### src/common/jcr_defs.vh
// Constants for the jumperless configuration register block.
`ifndef JCR_DEFS_VH
`define JCR_DEFS_VH
`define JCR_CLK_MHZ          250
`define JCR_POR_MIN_US       415
`define JCR_POR_CYCLES       (`JCR_POR_MIN_US * `JCR_CLK_MHZ)
`define JCR_JLESS_ADDR       10'h278
`define JCR_JLESS_WRITES     3'h4
`define JCR_ADDR_A           4'h0
`define JCR_ADDR_B           4'h1
`define JCR_ADDR_C           4'h2
`define JCR_A_IOBASE_LSB     0
`define JCR_IOSEL_SOFT       3'h1
`define JCR_B_MEDIA_LSB      0
`define JCR_MEDIA_TP         2'h0
`define JCR_MEDIA_AUI        2'h1
`define JCR_MEDIA_THIN       2'h2
`define JCR_B_ROMWE_BIT      5
`define JCR_B_NOEE_BIT       7
`define JCR_C_ROMBASE_LSB    0
`define JCR_C_ROMSIZE_LSB    3
`define JCR_C_ROMEN_BIT      5
`define JCR_C_NOSW_BIT       7
`define JCR_ROM_BASE0        20'h0C000
`define JCR_ROM_STEP         20'h00400
`endif

### src/hw/jcr_config_regs.v
// Power-on configuration registers with jumperless I/O base unlock and boot ROM decode.
`timescale 1ns/1ps
`include "jcr_defs.vh"
// Functional notes
// - Valid power-on reset loads registers A, B and C from straps.
// - Software may rewrite A and B; C changes only after reset, from straps or serial ROM data.
// - I/O base choices: software option plus seven fixed bases.
// - Boot ROM disabled or eight 1k-step bases, size none/16k/32k/64k.
// - Boot ROM base and size come from register C.
// - B bit 7 set blocks serial ROM configuration overwrite.
// - C bit 7 set disables all software configuration writes.
// - Software I/O option maps register A at address 278H.
// - Jumperless unlock honoured once per power-up.
// - Hardware reset reloads ROM config from serial ROM data.
// - Register B field selects twisted pair, AUI or thin coax.
// - Thin coax output shows thin medium is selected.
// - Device is idle in low power; software reinitialises afterwards. Code only blocks direct A/B writes and sets o_bus_outputs_disabled.
// - ROM window access asserts chip select and buffers data.
// - Register B write enable forwards or blocks ROM writes.
// - ROM data path is byte wide.
// - Reset held at least 415 us counts as valid power-on reset.
// - Unconnected straps read zero through pull-downs during reset.
// - Serial ROM select high overwrites strap configuration with ROM data.
module jcr_config_regs #(
  parameter POR_CYCLES = `JCR_POR_CYCLES
) (
  // Clock and reset
  input  wire        i_clk,
  input  wire        i_rst_n,
  // Configuration straps and serial ROM configuration
  input  wire [7:0]  i_strap_a,
  input  wire [7:0]  i_strap_b,
  input  wire [7:0]  i_strap_c,
  input  wire        i_serial_rom_config_select,
  input  wire        i_ee_valid,
  input  wire [7:0]  i_ee_cfg_a,
  input  wire [7:0]  i_ee_cfg_b,
  input  wire [7:0]  i_ee_cfg_c,
  // Host I/O port
  input  wire [9:0]  i_io_addr,
  input  wire [7:0]  i_io_wdata,
  input  wire        i_io_wr,
  input  wire        i_io_rd,
  input  wire [9:0]  i_io_base,
  output reg  [7:0]  o_io_rdata,
  // Host memory cycle to boot ROM
  input  wire [19:0] i_mem_addr,
  input  wire        i_mem_rd,
  input  wire        i_mem_wr,
  input  wire [7:0]  i_isa_wdata,
  output wire [7:0]  o_isa_rdata,
  output wire        o_isa_rdata_oe,
  // Memory support data bus
  input  wire [7:0]  i_msd,
  output wire [7:0]  o_msd,
  output wire        o_msd_oe,
  output wire        o_strap_pulldown_en,
  output wire        o_rom_cs,
  output wire        o_rom_we,
  // Media and power
  input  wire        i_low_power_request,
  output wire [1:0]  o_media_sel,
  output wire        o_thin,
  output wire        o_bus_outputs_disabled,
  output wire [7:0]  o_cfg_a,
  output wire [7:0]  o_cfg_b,
  output wire [7:0]  o_cfg_c
);

  reg  [7:0]  cfg_a_r;
  reg  [7:0]  cfg_b_r;
  reg  [7:0]  cfg_c_r;
  reg  [31:0] rst_cnt_r;
  reg         strap_load_window_r;
  reg         in_reset_r;
  reg         ee_pend_r;
  reg  [2:0]  jl_cnt_r;
  reg         jl_used_r;

  wire        por_long = (rst_cnt_r >= POR_CYCLES - 1);
  wire        sw_lock = cfg_c_r[`JCR_C_NOSW_BIT];
  wire        soft_io = (cfg_a_r[2:0] == `JCR_IOSEL_SOFT) && !jl_used_r;
  wire        jl_hit = i_io_wr && soft_io && (i_io_addr == `JCR_JLESS_ADDR);
  wire        any_acc = i_io_wr | i_io_rd | i_mem_rd | i_mem_wr;
  wire [3:0]  reg_off = i_io_addr[3:0];
  wire        in_base = (i_io_addr[9:4] == i_io_base[9:4]);

  // Reset duration timing and strap load window.
  always @(posedge i_clk) begin
    if (!i_rst_n) begin
      in_reset_r <= 1'b1;
      if (!por_long) begin
        rst_cnt_r <= rst_cnt_r + 32'h00000001;
      end
      if (por_long) begin
        strap_load_window_r <= 1'b1;
      end
    end else begin
      in_reset_r <= 1'b0;
      rst_cnt_r <= 32'h00000000;
      strap_load_window_r <= 1'b0;
    end
  end

  // Configuration registers, straps, serial ROM overwrite and jumperless unlock.
  always @(posedge i_clk) begin
    if (!i_rst_n) begin
      jl_cnt_r <= 3'h0;
      ee_pend_r <= 1'b1;
      if (por_long) begin
        jl_used_r <= 1'b0;
      end
    end else begin
      if (in_reset_r && strap_load_window_r) begin
        cfg_a_r <= i_strap_a;
        cfg_b_r <= i_strap_b;
        cfg_c_r <= i_strap_c;
        ee_pend_r <= 1'b1;
      end else if (ee_pend_r && i_ee_valid) begin
        ee_pend_r <= 1'b0;
        if (i_serial_rom_config_select && !cfg_b_r[`JCR_B_NOEE_BIT]) begin
          cfg_a_r <= i_ee_cfg_a;
          cfg_b_r <= i_ee_cfg_b;
          cfg_c_r <= i_ee_cfg_c;
        end
      end else if (jl_hit && !sw_lock) begin
        if (jl_cnt_r == `JCR_JLESS_WRITES - 3'h1) begin
          cfg_a_r <= i_io_wdata;
          jl_used_r <= 1'b1;
          jl_cnt_r <= 3'h0;
        end else begin
          jl_cnt_r <= jl_cnt_r + 3'h1;
        end
      end else begin
        if (any_acc) begin
          jl_cnt_r <= 3'h0;
        end
        if (i_io_wr && in_base && !sw_lock && !i_low_power_request) begin
          if (reg_off == `JCR_ADDR_A) begin
            cfg_a_r <= i_io_wdata;
          end
          if (reg_off == `JCR_ADDR_B) begin
            cfg_b_r <= i_io_wdata;
          end
        end
      end
    end
  end

  // Register read port, data valid one cycle after the strobe.
  always @(posedge i_clk) begin
    if (!i_rst_n) begin
      o_io_rdata <= 8'h00;
    end else if (i_io_rd && in_base) begin
      case (reg_off)
        `JCR_ADDR_A: o_io_rdata <= cfg_a_r;
        `JCR_ADDR_B: o_io_rdata <= cfg_b_r;
        `JCR_ADDR_C: o_io_rdata <= cfg_c_r;
        default:     o_io_rdata <= 8'h00;
      endcase
    end else if (i_io_rd && soft_io && i_io_addr == `JCR_JLESS_ADDR) begin
      o_io_rdata <= cfg_a_r;
    end else begin
      o_io_rdata <= 8'h00;
    end
  end

  // Boot ROM window decode: base in 1k steps, size from C.
  wire [2:0]  rom_base_sel = cfg_c_r[`JCR_C_ROMBASE_LSB +: 3];
  wire [1:0]  rom_size_sel = cfg_c_r[`JCR_C_ROMSIZE_LSB +: 2];
  wire        rom_en = cfg_c_r[`JCR_C_ROMEN_BIT] && (rom_size_sel != 2'h0);
  wire [19:0] rom_base = `JCR_ROM_BASE0 + ({17'h00000, rom_base_sel} * `JCR_ROM_STEP);
  reg  [19:0] rom_len;
  always @* begin
    case (rom_size_sel)
      2'h1:    rom_len = 20'h04000;
      2'h2:    rom_len = 20'h08000;
      2'h3:    rom_len = 20'h10000;
      default: rom_len = 20'h00000;
    endcase
  end
  wire        rom_hit = rom_en && (i_mem_addr >= rom_base) &&
                        (i_mem_addr < rom_base + rom_len) && !in_reset_r;
  wire        rom_we_ok = cfg_b_r[`JCR_B_ROMWE_BIT];

  assign o_rom_cs       = rom_hit && (i_mem_rd || (i_mem_wr && rom_we_ok));
  assign o_rom_we       = rom_hit && i_mem_wr && rom_we_ok;
  assign o_isa_rdata    = i_msd;
  assign o_isa_rdata_oe = rom_hit && i_mem_rd;
  assign o_msd          = i_isa_wdata;
  assign o_msd_oe       = o_rom_we;
  assign o_strap_pulldown_en    = in_reset_r | strap_load_window_r;
  assign o_bus_outputs_disabled = in_reset_r | i_low_power_request;
  assign o_media_sel    = cfg_b_r[`JCR_B_MEDIA_LSB +: 2];
  assign o_thin         = (o_media_sel == `JCR_MEDIA_THIN);
  assign o_cfg_a        = cfg_a_r;
  assign o_cfg_b        = cfg_b_r;
  assign o_cfg_c        = cfg_c_r;

endmodule

### config.mk
export PLATFORM = sky130hd
export DESIGN_NAME = jcr_config_regs
export DESIGN_NICKNAME = d
export VERILOG_FILES = /design/src/hw/jcr_config_regs.v
export VERILOG_INCLUDE_DIRS = /design/src /design/src/common
export SDC_FILE = /design/constraint.sdc
export NUM_CORES = 1
export LEC_CHECK = 0
export ABC_AREA = 1
export BUFFER_PORTS_ARGS = -buffer_cell sky130_fd_sc_hd__buf_2
export CAP_MARGIN = 30
export CORE_UTILIZATION = 35
export DETAILED_ROUTE_END_ITERATION = 10
export PLACE_DENSITY = 0.7
export SETUP_SLACK_MARGIN = 0.15
export SYNTH_ARGS = -nofsm -noshare
export SYNTH_HDL_FRONTEND = slang
export SYNTH_SLANG_ARGS = --single-unit
### constraint.sdc
create_clock -name i_clk -period 2 [get_ports i_clk]
set_input_delay 0.2 -clock i_clk [delete_from_list [all_inputs] [get_ports i_clk]]
set_output_delay 0.2 -clock i_clk [all_outputs]
set_load 0.05 [all_outputs]
## Word-level counts from Yosys, hierarchy flattened

Index checks and enable logic that the tools add are counted.

| storage, ports and cells | value |
|---|---|
| bits in registers | 71 |
| input bits | 121 |
| output and inout bits | 57 |
| logic and storage cells | 116 |

| operators by class | value |
|---|---|
| add/subtract/negate cells | 4 |
| $lt $le $gt $ge | 3 |
| eq/ne operators | 17 |
| muxes and demuxes | 30 |
| bitwise gates (word level) | 8 |
| reduce and logical (&&, ||, !) cells | 44 |

Operators with widths:

| cell | count |
|---|---|
| 2-to-1 mux 8 bit | 18 |
| one-hot mux 17 bit (3 select lines) | 1 |
| adder 32 x 1 -> 32 bit, second input constant | 1 |
| greater-or-equal comparator 32 x 17 -> 1 bit, second input constant | 1 |
| one-hot mux 8 bit (3 select lines) | 1 |
| logical AND 1 bit | 22 |
| adder 17 x 20 -> 20 bit | 1 |
| greater-or-equal comparator 20 x 17 -> 1 bit | 1 |
| < comparator 20 bit | 1 |
| adder 16 x 13 -> 17 bit, first input constant | 1 |
| AND reduction 5 bit | 3 |
| equality test 10 bit, second input constant | 1 |
| nonzero test 2 bit | 5 |
| 2-to-1 mux 3 bit | 3 |
| nonzero test 4 bit | 2 |
| 2-to-1 mux 1 bit | 7 |
| equality test 2 bit, second input constant | 3 |
| equality test 6 bit | 1 |
| AND reduction 3 bit | 2 |
| nonzero test 3 bit | 2 |
| logical NOT 1 bit | 5 |
| bitwise OR 1 bit | 5 |
| equality test 4 x 1 -> 1 bit, second input constant | 1 |
| equality test 4 x 2 -> 1 bit, second input constant | 1 |
| 13 further kinds | 17 |

## Longest topological paths before layout

Gate-level depths: netlist of the first run.

| logic depth | value |
|---|---|
| depth after elaboration | 9 |
| mapped depth | 14 |
| gate-level depth less buffers | 13 |

## Least setup slack after synthesis of the first run

Ideal clock, no wire load.

| timing | value |
|---|---|
| path type | register -> output |
| start | register cfg_c_r[3] (netlist: o_cfg_c[3]) |
| end | output o_rom_we |
| arrival | 2.558 ns |
| required time | 1.800 ns |
| slack | -0.758 ns |
| stages on the path, launching flop included | 11 |
| path buffers | 1 |
| cells stage by stage | edfxtp_1 > inv_1 > ha_1 > a22o_1 > inv_1 > ha_1 > and3_1 > a21oi_1 > nand3_1 > inv_1 > buf_4 |

| between the ends | value |
|---|---|
| longest elaborated chain between the ends | 8 |
| elaborated cells on any way between the ends | 13 |
| those cells by class | 1 x add/sub; 1 x order compare; 3 x eq/ne; 1 x mux; 7 x reduce/logical |

RTL lines:

| item | line | text |
|---|---|---|
| from (decl) | jcr_config_regs.v:72 | `reg [7:0] cfg_c_r;` |
| from (signal assigned) | jcr_config_regs.v:117 | `cfg_c_r <= i_strap_c;` |
| from (signal assigned) | jcr_config_regs.v:124 | `cfg_c_r <= i_ee_cfg_c;` |
| equality test 2 bit / equality test 2 x 1 -> 1 bit (equally long branches) | jcr_config_regs.v:175 | `case (rom_size_sel)` |
| one-hot mux 17 bit (3 select lines) | jcr_config_regs.v:175 |  |
| adder 17 x 20 -> 20 bit | jcr_config_regs.v:183 | `(i_mem_addr < rom_base + rom_len) && !in_reset_r;` |
| < comparator 20 bit | jcr_config_regs.v:183 |  |
| logical AND 1 bit (*) | jcr_config_regs.v:182 | `wire rom_hit = rom_en && (i_mem_addr >= rom_base) &&` |
| logical AND 1 bit (*) | jcr_config_regs.v:183 |  |
| logical AND 1 bit (*) (2 in a row) | jcr_config_regs.v:187 | `assign o_rom_we = rom_hit && i_mem_wr && rom_we_ok;` |
| to (decl) | jcr_config_regs.v:59 | `output wire o_rom_we,` |

Mark *: on every way between the ends. The rest lies on a longest branch, timed or not.

## Worst setup path in the final report of the first run

Same ends and word-level chain as after synthesis.

==> results of run 1 <==
[flip-flops by register name (all words and copies together) (netlist names)]
signal and count:
ee_pend_r 1, o_io_rdata 8, jl_cnt_r 3, o_cfg_c 8, rst_cnt_r 32, o_cfg_b 8
o_cfg_a 8, in_reset_r 1, jl_used_r 1, strap_load_window_r 1
[logic make-up after synthesis]
family                     synth area share
DFF                                   0.402
AOI/OAI and AO/OA                    0.0857
buffers and inverters                 0.117
and+or+nand+nor                       0.322
xor gates and xnor gates             0.0253
adders and majority gates            0.0481
[worst min-delay path, cell delays in order]
cell	delay, ns
buf_2	0.08
nand2_1	0.04
nand2_1	0.05
[cell usage in the layout (no fill, tap or decap), types with 6 or more instances in the layout]
| master | count |
|---|---|
| nand3_1 | 42 |
| edfxtp_1 | 25 |
| clkbuf_16 | 9 |
| o21ai_0 | 7 |
| a21oi_1 | 32 |
| buf_4 | 20 |
| nor2_1 | 85 |
| ha_4 | 6 |
| nor3_1 | 7 |
| inv_2 | 7 |
| a31oi_1 | 17 |
| ha_1 | 10 |
| xor2_1 | 8 |
| nand2_1 | 157 |
| dfxtp_1 | 46 |
| inv_1 | 63 |
| buf_2 | 137 |
[metal layers]
layer,wire [um],vias to the layer above,GRT usage,part of all wire
met5,0,-,0,0
met3,623,24,0.0328,0.055
met2,5280,148,0.317,0.46
li1,-,2146,-,-
met4,259,0,0.0766,0.023
met1,5240,1791,0.233,0.46
[final timing paths]
path / end / from / slack [ns] / cells after the start
setup / recovery: o_rom_we / o_cfg_c[3]$_DFFE_PP_ / -0.55 / 10
hold / removal: o_cfg_c[1]$_DFFE_PP_ / i_strap_c[1] / 0.15 / 3
setup reg to reg: o_cfg_a[6]$_DFFE_PP_ / o_cfg_a[1]$_DFFE_PP_ / 0.28 / 7
hold reg to reg: rst_cnt_r[21]$_SDFFE_PP0N_ / rst_cnt_r[21]$_SDFFE_PP0N_ / 0.42 / 2
[cell type report]
class | instances | area [um^2] | share of cell area
clock buffers | 11 | 253 | 0.0461
repair buffers | 163 | 918 | 0.167
inverters | 74 | 282 | 0.0513
multi-input cells | 411 | 2140 | 0.391
flip-flops and latches | 71 | 1670 | 0.305
clock inverters | 5 | 40.0 | 0.00730
well taps | 143 | 179 | 0.0326
[metrics by stage]
step	utilization	setup WS (ns)
global placement	0.434	-0.129
CTS	0.463	-0.414
finish	0.476	-0.553
floorplan	-	-0.449
detailed placement	0.434	-0.144
global route	0.476	-0.635
[power breakdown]
| part | internal (W) | switching (W) | total (W) |
|---|---|---|---|
| combinational | 0.000173 | 0.000273 | 0.000445 |
| sequential | 0.00153 | 0.0000239 | 0.00155 |
| clock | 0.000917 | 0.000638 | 0.00155 |
| total | 0.00262 | 0.000934 | 0.00355 |
[timing repair]
action | 4_1_cts | 5_1_grt
endpoints found under the hold margin | 0 | 0
setup endpoints to repair | 4 | 12
pin swaps | 0 | 9
setup buffers | 2 | 4
resized for setup | 9 | 22
==> flow_summary_export.csv, run 1 <==
group,metric,value,unit
sta,period_share,1.28,
drt,drc,10,
layout,nets,867,
layout,insertedDiodeCount,0,
clock_network,cts_sinks,71,
synth,ys.flop_type,"dfxtp_1",
setup_path,path_class,"reg2out",
place,gp_congestion,0.899,
place,dpl_cell_area,5000,um^2
global_route,grt_overflow,0,
setup_path,path_cells,"buf_6 > ha_4 > a22o_1 > inv_2 > ha_4 > and3_4 > a21oi_4 > nand3_2 > clkinvlp_4 > buf_8",
sta,whs,0.145,ns
worst_hold_path,hp-class,"in2reg",
sta,fin_ws,-0.553,ns
setup_path,worstPathArrival,2.35,ns
synth,yosys-top-cells-area,"dfxtp_1 (22%), edfxtp_1 (18%), nand2_1 (14%)",
setup_path,endpoint_kind,"output pin",
synth,postSynthAreaPerCell,7.07,um^2
global_route,grt_pass1_vias,3889,
sta,drv_slew,0,
synth,synth_top_area_cell,"dfxtp_1",
synth,yosysWarnings,0,
global_route,antenna_found_initial,0,
setup_path,path_delay_family,"buffers and inverters",
sta,max_slew_margin,0.722,
power_and_ir_drop,power.leakage,2.55,nW
setup_path,max_stage_delay,0.45,ns
sta,timing.final.crit_period,2.55,ns
drt,viasPerCell,4.68,
sta,finClkSkew,0.00470,ns
synth,synthTopCellsByCount,"nand2_1 (158), nor2_1 (85), inv_1 (68)",
floorplanning,core_area,11500,um^2
setup_path,critPathBufInv,4,
setup_path,critPathMostFrequentCell,"ha_4",
setup_path,start_kind,"register",
layout,fillCellCount,1166,
clock_network,clk_pin_slew_worst_paths,0.06,ns
synth,synthDominantCellAreaShare,0.221,
run_status,violations,"DRC, setup timing",
place,dpl.hpwl,8.75,mm
drt,routed_wl,11.4,mm
synth,synth.most_common_cell,"nand2_1",
layout,area_growth,31.8,%
floorplanning,die_x,111,um
floorplanning,die_area,12300,um^2
drt,drtAntennaViolNets,0,
clock_network,cts_hold_buf,0,
run_status,status,"finished with violations",
drt,drtIter0Drc,185,
clock_network,clk_latency,0.33,ns
floorplanning,die_h,111,um
synth,ys_seq_area_frac,0.402,
synth,ys_types,33,
setup_path,cp_max_fo,4,
setup_path,worstPathRequired,1.80,ns
synth,syn-instance-count,589,
synth,synth_async_sr_flop_share,0,
clock_network,cts_buffer_depth,2,
drt,vias,4109,
place,placed_cells_incl_taps,856,
sta,tightest_slew,0.417,ns
power_and_ir_drop,total_power,0.00355,W
clock_network,htreeDepth,3,
clock_network,cts_made_buffers,9,
power_and_ir_drop,power_density,648,nW/um^2
synth,synth_edf_count,25,
clock_network,clock-root-buffer,"clkbuf_16",
sta,hold_viol,0,
sta,fmax,392,MHz
global_route,grt_max_degree,42,
sta,tns,-2.13,ns
layout,drive_gt1_frac,0.297,
floorplanning,num_rows,39,
floorplanning,io_pins,178,
power_and_ir_drop,peakVddDrop,304,uV
setup_path,cp_slowest_cell,"edfxtp_1",
global_route,grt_first_pass_wirelength,18.4,mm
drt,firstDrtPassIters,7,
synth,synth_seq_cells,71,
synth,syn_area,4160,um^2
global_route,grt_usage,0.187,
sta,setup_viol,4,
place,portBuffers,141,
sta,rsz0062_at_grt,"true",
synth,syn-num-nets,726,
drt,wl_per_cell,13.0,um
job,max-cap-violations,0,
layout,final_cells,878,
layout,fin_area,5490,um^2
floorplanning,floorplan.initialDensity,0.361,
clock_network,cts_tree,"yes",
Power figures use the tool's default switching activity.
==> run 2: changes to the inputs <==
--- a/config.mk
+++ b/config.mk
@@ -12,6 +12,7 @@
 export CORE_UTILIZATION = 35
 export DETAILED_ROUTE_END_ITERATION = 10
 export PLACE_DENSITY = 0.7
+export RECOVER_POWER = 50
 export SETUP_SLACK_MARGIN = 0.15
 export SYNTH_ARGS = -nofsm -noshare
 export SYNTH_HDL_FRONTEND = slang
==> run 2 against run 1 <==
Against the previous run:
- the flow still finishes with violations (DRC, setup timing)
- clock power barely moved
- final cell count is the same
- sequential power about the same
==> flow_summary_export.csv, run 2 (synthesis gave the netlist of run 1 again) <==
group,metric,value,unit
clock_network,cts_buffer_depth,2,
sta,fin_ws,-0.549,ns
layout,final_cells,878,
place,portBuffers,141,
place,dpl_cell_area,5000,um^2
layout,drive_gt1_frac,0.256,
layout,post-route-util,0.473,
sta,tightest_slew,1.40,ns
setup_path,path_class,"reg2out",
sta,rsz0062_at_grt,"true",
drt,vias,4122,
layout,nets,867,
run_status,status,"finished with violations",
layout,final_cell_mix,"nand2_1 (157), buf_2 (109), nor2_1 (85)",
setup_path,r2r-end,"jl_used_r$_DFFE_PP_",
worst_hold_path,worstHoldEndpoint,"o_cfg_c[0]$_DFFE_PP_",
floorplanning,core_area,11500,um^2
layout,multiInputGateArea,2140,um^2
place,dpl.hpwl,8.75,mm
clock_network,clk_pin_slew_worst_paths,0.06,ns
drt,drtIter0Drc,209,
power_and_ir_drop,power_density,651,nW/um^2
global_route,grt_usage,0.187,
place,placed_cells_incl_taps,856,
setup_path,critPathMostFrequentCell,"ha_4",
layout,fin_area,5440,um^2
floorplanning,die_area,12300,um^2
drt,drc,10,
setup_path,critPathBufInv,4,
setup_path,cp_slowest_cell,"edfxtp_1",
clock_network,cts_tree,"yes",
global_route,grt_first_pass_wirelength,18.4,mm
layout,insertedDiodeCount,0,
clock_network,htreeDepth,3,
setup_path,cp_max_fo,4,
setup_path,path_delay_family,"buffers and inverters",
global_route,grt_overflow,0,
layout,final_common_cell,"nand2_1",
setup_path,max_stage_delay,0.45,ns
drt,viasPerCell,4.69,
floorplanning,die_h,111,um
floorplanning,floorplan.initialDensity,0.361,
worst_hold_path,hp-class,"in2reg",
floorplanning,num_rows,39,
setup_path,worstPathArrival,2.35,ns
sta,timing.final.crit_period,2.55,ns
setup_path,rrSetupSlack,0.25,ns
drt,firstDrtPassIters,7,
sta,hold_viol,0,
power_and_ir_drop,peakVddDrop,304,uV
sta,drv_slew,0,
layout,area_growth,30.8,%
sta,fmax,392,MHz
clock_network,cts_sinks,71,
global_route,antenna_found_initial,0,
global_route,grt_pass1_vias,3889,
layout,largest_reg_flops,32,
power_and_ir_drop,total_power,0.00355,W
worst_hold_path,worstHoldPathCells,3,
global_route,grt_max_degree,42,
clock_network,clk_latency,0.33,ns
drt,wl_per_cell,13.0,um
sta,finClkSkew,0.00432,ns
setup_path,endpoint_kind,"output pin",
sta,period_share,1.27,
layout,regMostFlops,"rst_cnt_r",
clock_network,clock-root-buffer,"clkbuf_16",
run_status,violations,"DRC, setup timing",
setup_path,path_cells,"buf_6 > ha_4 > a22o_1 > inv_2 > ha_4 > and3_4 > a21oi_4 > nand3_2 > clkinvlp_4 > buf_8",
layout,fillCellCount,1180,
clock_network,cts_made_buffers,9,
setup_path,start_kind,"register",
sta,max_slew_margin,0.0647,
worst_hold_path,min_from,"i_strap_c[0]",
setup_path,r2r-start,"rst_cnt_r[0]$_SDFFE_PP0N_",
job,max-cap-violations,0,
power_and_ir_drop,power.leakage,2.45,nW
setup_path,reg2reg_depth,9,
sta,setup_viol,4,
drt,drtAntennaViolNets,0,
place,gp_congestion,0.899,
setup_path,worstPathRequired,1.80,ns
floorplanning,die_x,111,um
drt,routed_wl,11.4,mm
layout,seqCellArea,1670,um^2
floorplanning,io_pins,178,
[run 2: changes by cell type in the layout (fill, tap and decap cells not counted)]
cell / change
clkbuf_1: +30
buf_4: -2
buf_2: -28
[run 2: worst max-delay path by stage]
stage | end | cells after the start | start | slack [ns]
final | o_rom_we | 10 | o_cfg_c[3]$_DFFE_PP_ | -0.55
after global routing | o_rom_we | 10 | o_cfg_c[3]$_DFFE_PP_ | -0.64
after CTS | o_rom_we | 10 | o_cfg_c[4]$_DFFE_PP_ | -0.41
after detailed placement | o_msd_oe | 9 | o_cfg_c[3]$_DFFE_PP_ | -0.14
after global placement | o_msd_oe | 9 | o_cfg_c[3]$_DFFE_PP_ | -0.13
after floorplan | o_rom_we | 10 | o_cfg_c[3]$_DFFE_PP_ | -0.45
[run 2: cell type report]
cell class              count  area share
multi-input cells         411       0.394
flip-flops and latches     71       0.307
repair buffers            163       0.161
inverters                  74      0.0517
clock buffers              11      0.0464
well taps                 143      0.0329
clock inverters             5     0.00736
[run 2: worst min-delay path, delay by kind of cell]
kind | cells | cell delay (ns)
buffers and inverters | 1 | 0.08
AND/OR/NAND/NOR | 2 | 0.09
[run 2: layer usage]
| layer | share of wire | vias to the layer above | global-route usage | routed length [um] |
|---|---|---|---|---|
| li1 | - | 2145 | - | - |
| met1 | 0.46 | 1800 | 0.233 | 5250 |
| met2 | 0.46 | 149 | 0.317 | 5250 |
| met3 | 0.053 | 28 | 0.0328 | 609 |
| met4 | 0.027 | 0 | 0.0766 | 307 |
| met5 | 0 | - | 0 | 0 |
[run 2: power by group]
group	switching, W	total [W]	internal (W)
clock network	0.000634	0.00155	0.000917
registers	0.0000245	0.00156	0.00153
logic	0.000273	0.000439	0.000167
total	0.000932	0.00355	0.00261
[run 2: timing repair]
action / CTS / global route
setup endpoints to repair: 4 / 12
hold buffers: 0 / 0
setup buffers: 2 / 4
pin swaps: 0 / 9
resized for setup: 9 / 22
[run 2: stage by stage]
| stage | setup WS, ns | hold WS [ns] | TNS (ns) |
|---|---|---|---|
| after detailed placement | -0.144 | 0.400 | -0.553 |
| after CTS | -0.414 | 0.134 | -1.63 |
| after global routing | -0.635 | 0.160 | -2.45 |
| after floorplan | -0.449 | 0.299 | -1.47 |
| final | -0.549 | 0.147 | -2.12 |
| after global placement | -0.129 | 0.400 | -0.498 |
==> run 3: changes to the inputs <==
--- a/config.mk
+++ b/config.mk
@@ -12,7 +12,7 @@
 export CORE_UTILIZATION = 35
 export DETAILED_ROUTE_END_ITERATION = 10
 export PLACE_DENSITY = 0.7
-export RECOVER_POWER = 50
+export RECOVER_POWER = 25
 export SETUP_SLACK_MARGIN = 0.15
 export SYNTH_ARGS = -nofsm -noshare
 export SYNTH_HDL_FRONTEND = slang
==> run 3 against run 2 <==
Against the previous run:
- the run still ends with DRC, setup timing left
- critical path depth stayed put
- cell area up 0.53%
- core utilization increased by 0.25 points
- final cell count stayed put
- clock skew is essentially flat
- via count fell by 0.19%
- maximum frequency shrank 0.18%
- wire length hardly changed
- flip-flop and latch count unchanged
- critical path type unchanged
- largest power group unchanged
- highest routed layer unchanged
==> flow_summary_export.csv, run 3 (synthesis gave the netlist of run 1 again) <==
group,metric,value,unit
run_status,status,"finished with violations",
run_status,violations,"DRC, setup timing",
worst_hold_path,worstHoldEndpoint,"o_cfg_c[0]$_DFFE_PP_",
drt,drtAntennaViolNets,0,
sta,timing.final.crit_period,2.55,ns
layout,post-route-util,0.475,
floorplanning,die_h,111,um
global_route,grt_first_pass_wirelength,18.4,mm
setup_path,startpoint,"o_cfg_c[3]$_DFFE_PP_",
layout,insertedDiodeCount,0,
setup_path,critPathBufInv,4,
drt,wl_per_cell,13.0,um
clock_network,cts_made_buffers,9,
setup_path,endpoint_kind,"output pin",
sta,fmax,392,MHz
floorplanning,io_pins,178,
setup_path,r2r-start,"rst_cnt_r[0]$_SDFFE_PP0N_",
drt,vias,4114,
floorplanning,num_rows,39,
layout,drive_gt1_frac,0.287,
place,gp_congestion,0.899,
layout,nets,867,
sta,finClkSkew,0.00419,ns
power_and_ir_drop,power_density,649,nW/um^2
power_and_ir_drop,peakVddDrop,304,uV
global_route,grt_pass1_vias,3889,
clock_network,htreeDepth,3,
global_route,antenna_found_initial,0,
setup_path,r2r-end,"jl_used_r$_DFFE_PP_",
layout,final_cell_mix,"nand2_1 (157), buf_2 (132), nor2_1 (85)",
floorplanning,core_area,11500,um^2
place,dpl.hpwl,8.75,mm
place,portBuffers,141,
setup_path,path_class,"reg2out",
sta,period_share,1.28,
global_route,grt_max_degree,42,
drt,drtIter0Drc,202,
setup_path,worstPathArrival,2.35,ns
sta,fin_ws,-0.553,ns
setup_path,cp_max_fo,4,
job,max-cap-violations,0,
drt,drc,10,
setup_path,critPathMostFrequentCell,"ha_4",
clock_network,cts_buffer_depth,2,
layout,largest_reg_flops,32,
layout,regMostFlops,"rst_cnt_r",
floorplanning,floorplan.initialDensity,0.361,
floorplanning,die_area,12300,um^2
drt,viasPerCell,4.69,
drt,firstDrtPassIters,7,
setup_path,worstPathRequired,1.80,ns
sta,drv_slew,0,
worst_hold_path,min_from,"i_strap_c[0]",
sta,tightest_slew,1.41,ns
setup_path,path_cells,"buf_6 > ha_4 > a22o_1 > inv_2 > ha_4 > and3_4 > a21oi_4 > nand3_2 > clkinvlp_4 > buf_8",
clock_network,clock-root-buffer,"clkbuf_16",
setup_path,max_stage_delay,0.45,ns
setup_path,start_kind,"register",
sta,max_slew_margin,0.0614,
floorplanning,die_x,111,um
drt,routed_wl,11.4,mm
setup_path,path_delay_family,"buffers and inverters",
setup_path,cp_slowest_cell,"edfxtp_1",
sta,tns,-2.13,ns
power_and_ir_drop,power.leakage,2.52,nW
clock_network,clk_latency,0.33,ns
sta,rsz0062_at_grt,"true",
layout,area_growth,31.5,%
sta,setup_viol,4,
clock_network,cts_hold_buf,0,
global_route,grt_usage,0.187,
clock_network,cts_tree,"yes",
worst_hold_path,hp-class,"in2reg",
setup_path,reg2reg_depth,9,
clock_network,clk_pin_slew_worst_paths,0.06,ns
setup_path,rrSetupSlack,0.25,ns
layout,final_common_cell,"nand2_1",
worst_hold_path,worstHoldPathCells,3,
clock_network,cts_sinks,71,
global_route,grt_overflow,0,
sta,hold_viol,0,
-- run 3: cell count changes in the layout (fill, tap and decap cells not counted), sizes merged --
cell    before  now
buf        133  156
clkbuf      41   18
-- run 3: where the power goes --
| group | leakage (nW) | internal (W) | switching, W |
|---|---|---|---|
| registers | 0.601 | 0.00153 | 0.0000239 |
| logic | 1.77 | 0.000171 | 0.000273 |
| clock network | 0.143 | 0.000917 | 0.000636 |
-- run 3: through the flow --
stage / worst slack [ns] / cells / hold WS, ns / power, W / cell area [um^2]
floorplan: -0.449 / 589 / 0.299 / 0.00191 / 4210
global placement: -0.129 / 856 / 0.400 / 0.00201 / 5000
detailed placement: -0.144 / 856 / 0.400 / 0.00202 / 5000
CTS: -0.414 / 874 / 0.134 / 0.00357 / 5340
global route: -0.635 / 878 / 0.160 / 0.00371 / 5470
finish: -0.553 / 878 / 0.147 / 0.00355 / 5470
-- run 3: repair_timing --
item                                    CTS  global route
resized for setup                         9            22
endpoints found under the hold margin     0             0
buffers inserted                          2             4
endpoints found under the setup margin    4            12
pin swaps                                 0             9
-- run 3: worst max-delay path by stage --
stage / to / slack, ns / cells past startpoint
CTS: o_rom_we / -0.41 / 10
finish: o_rom_we / -0.55 / 10
global route: o_rom_we / -0.64 / 10
global placement: o_msd_oe / -0.13 / 9
detailed placement: o_msd_oe / -0.14 / 9
floorplan: o_rom_we / -0.45 / 10
-- run 3: cell type report --
class                           count  area, um^2
Inverter                           74         282
Tap cell                          143         179
Clock buffer                       11         253
Timing Repair Buffer              163         905
Multi-Input combinational cell    411        2140
Fill cell                        1171        6040
Sequential cell                    71        1670
Clock inverter                      5        40.0
-- run 3: layer usage --
metal  wire, um  part of all wire  global-route usage  up-vias
li1           -                 -                   -     2149
met1       5220              0.46               0.233     1792
met2       5270              0.46               0.317      149
met3        661             0.058              0.0328       24
met4        259             0.023              0.0766        0
met5          0                 0                   0        -
-- run 3: worst min-delay path: cells and delay by family --
family | cells | cell delay [ns]
buf+inv | 1 | 0.08
simple gates | 2 | 0.09
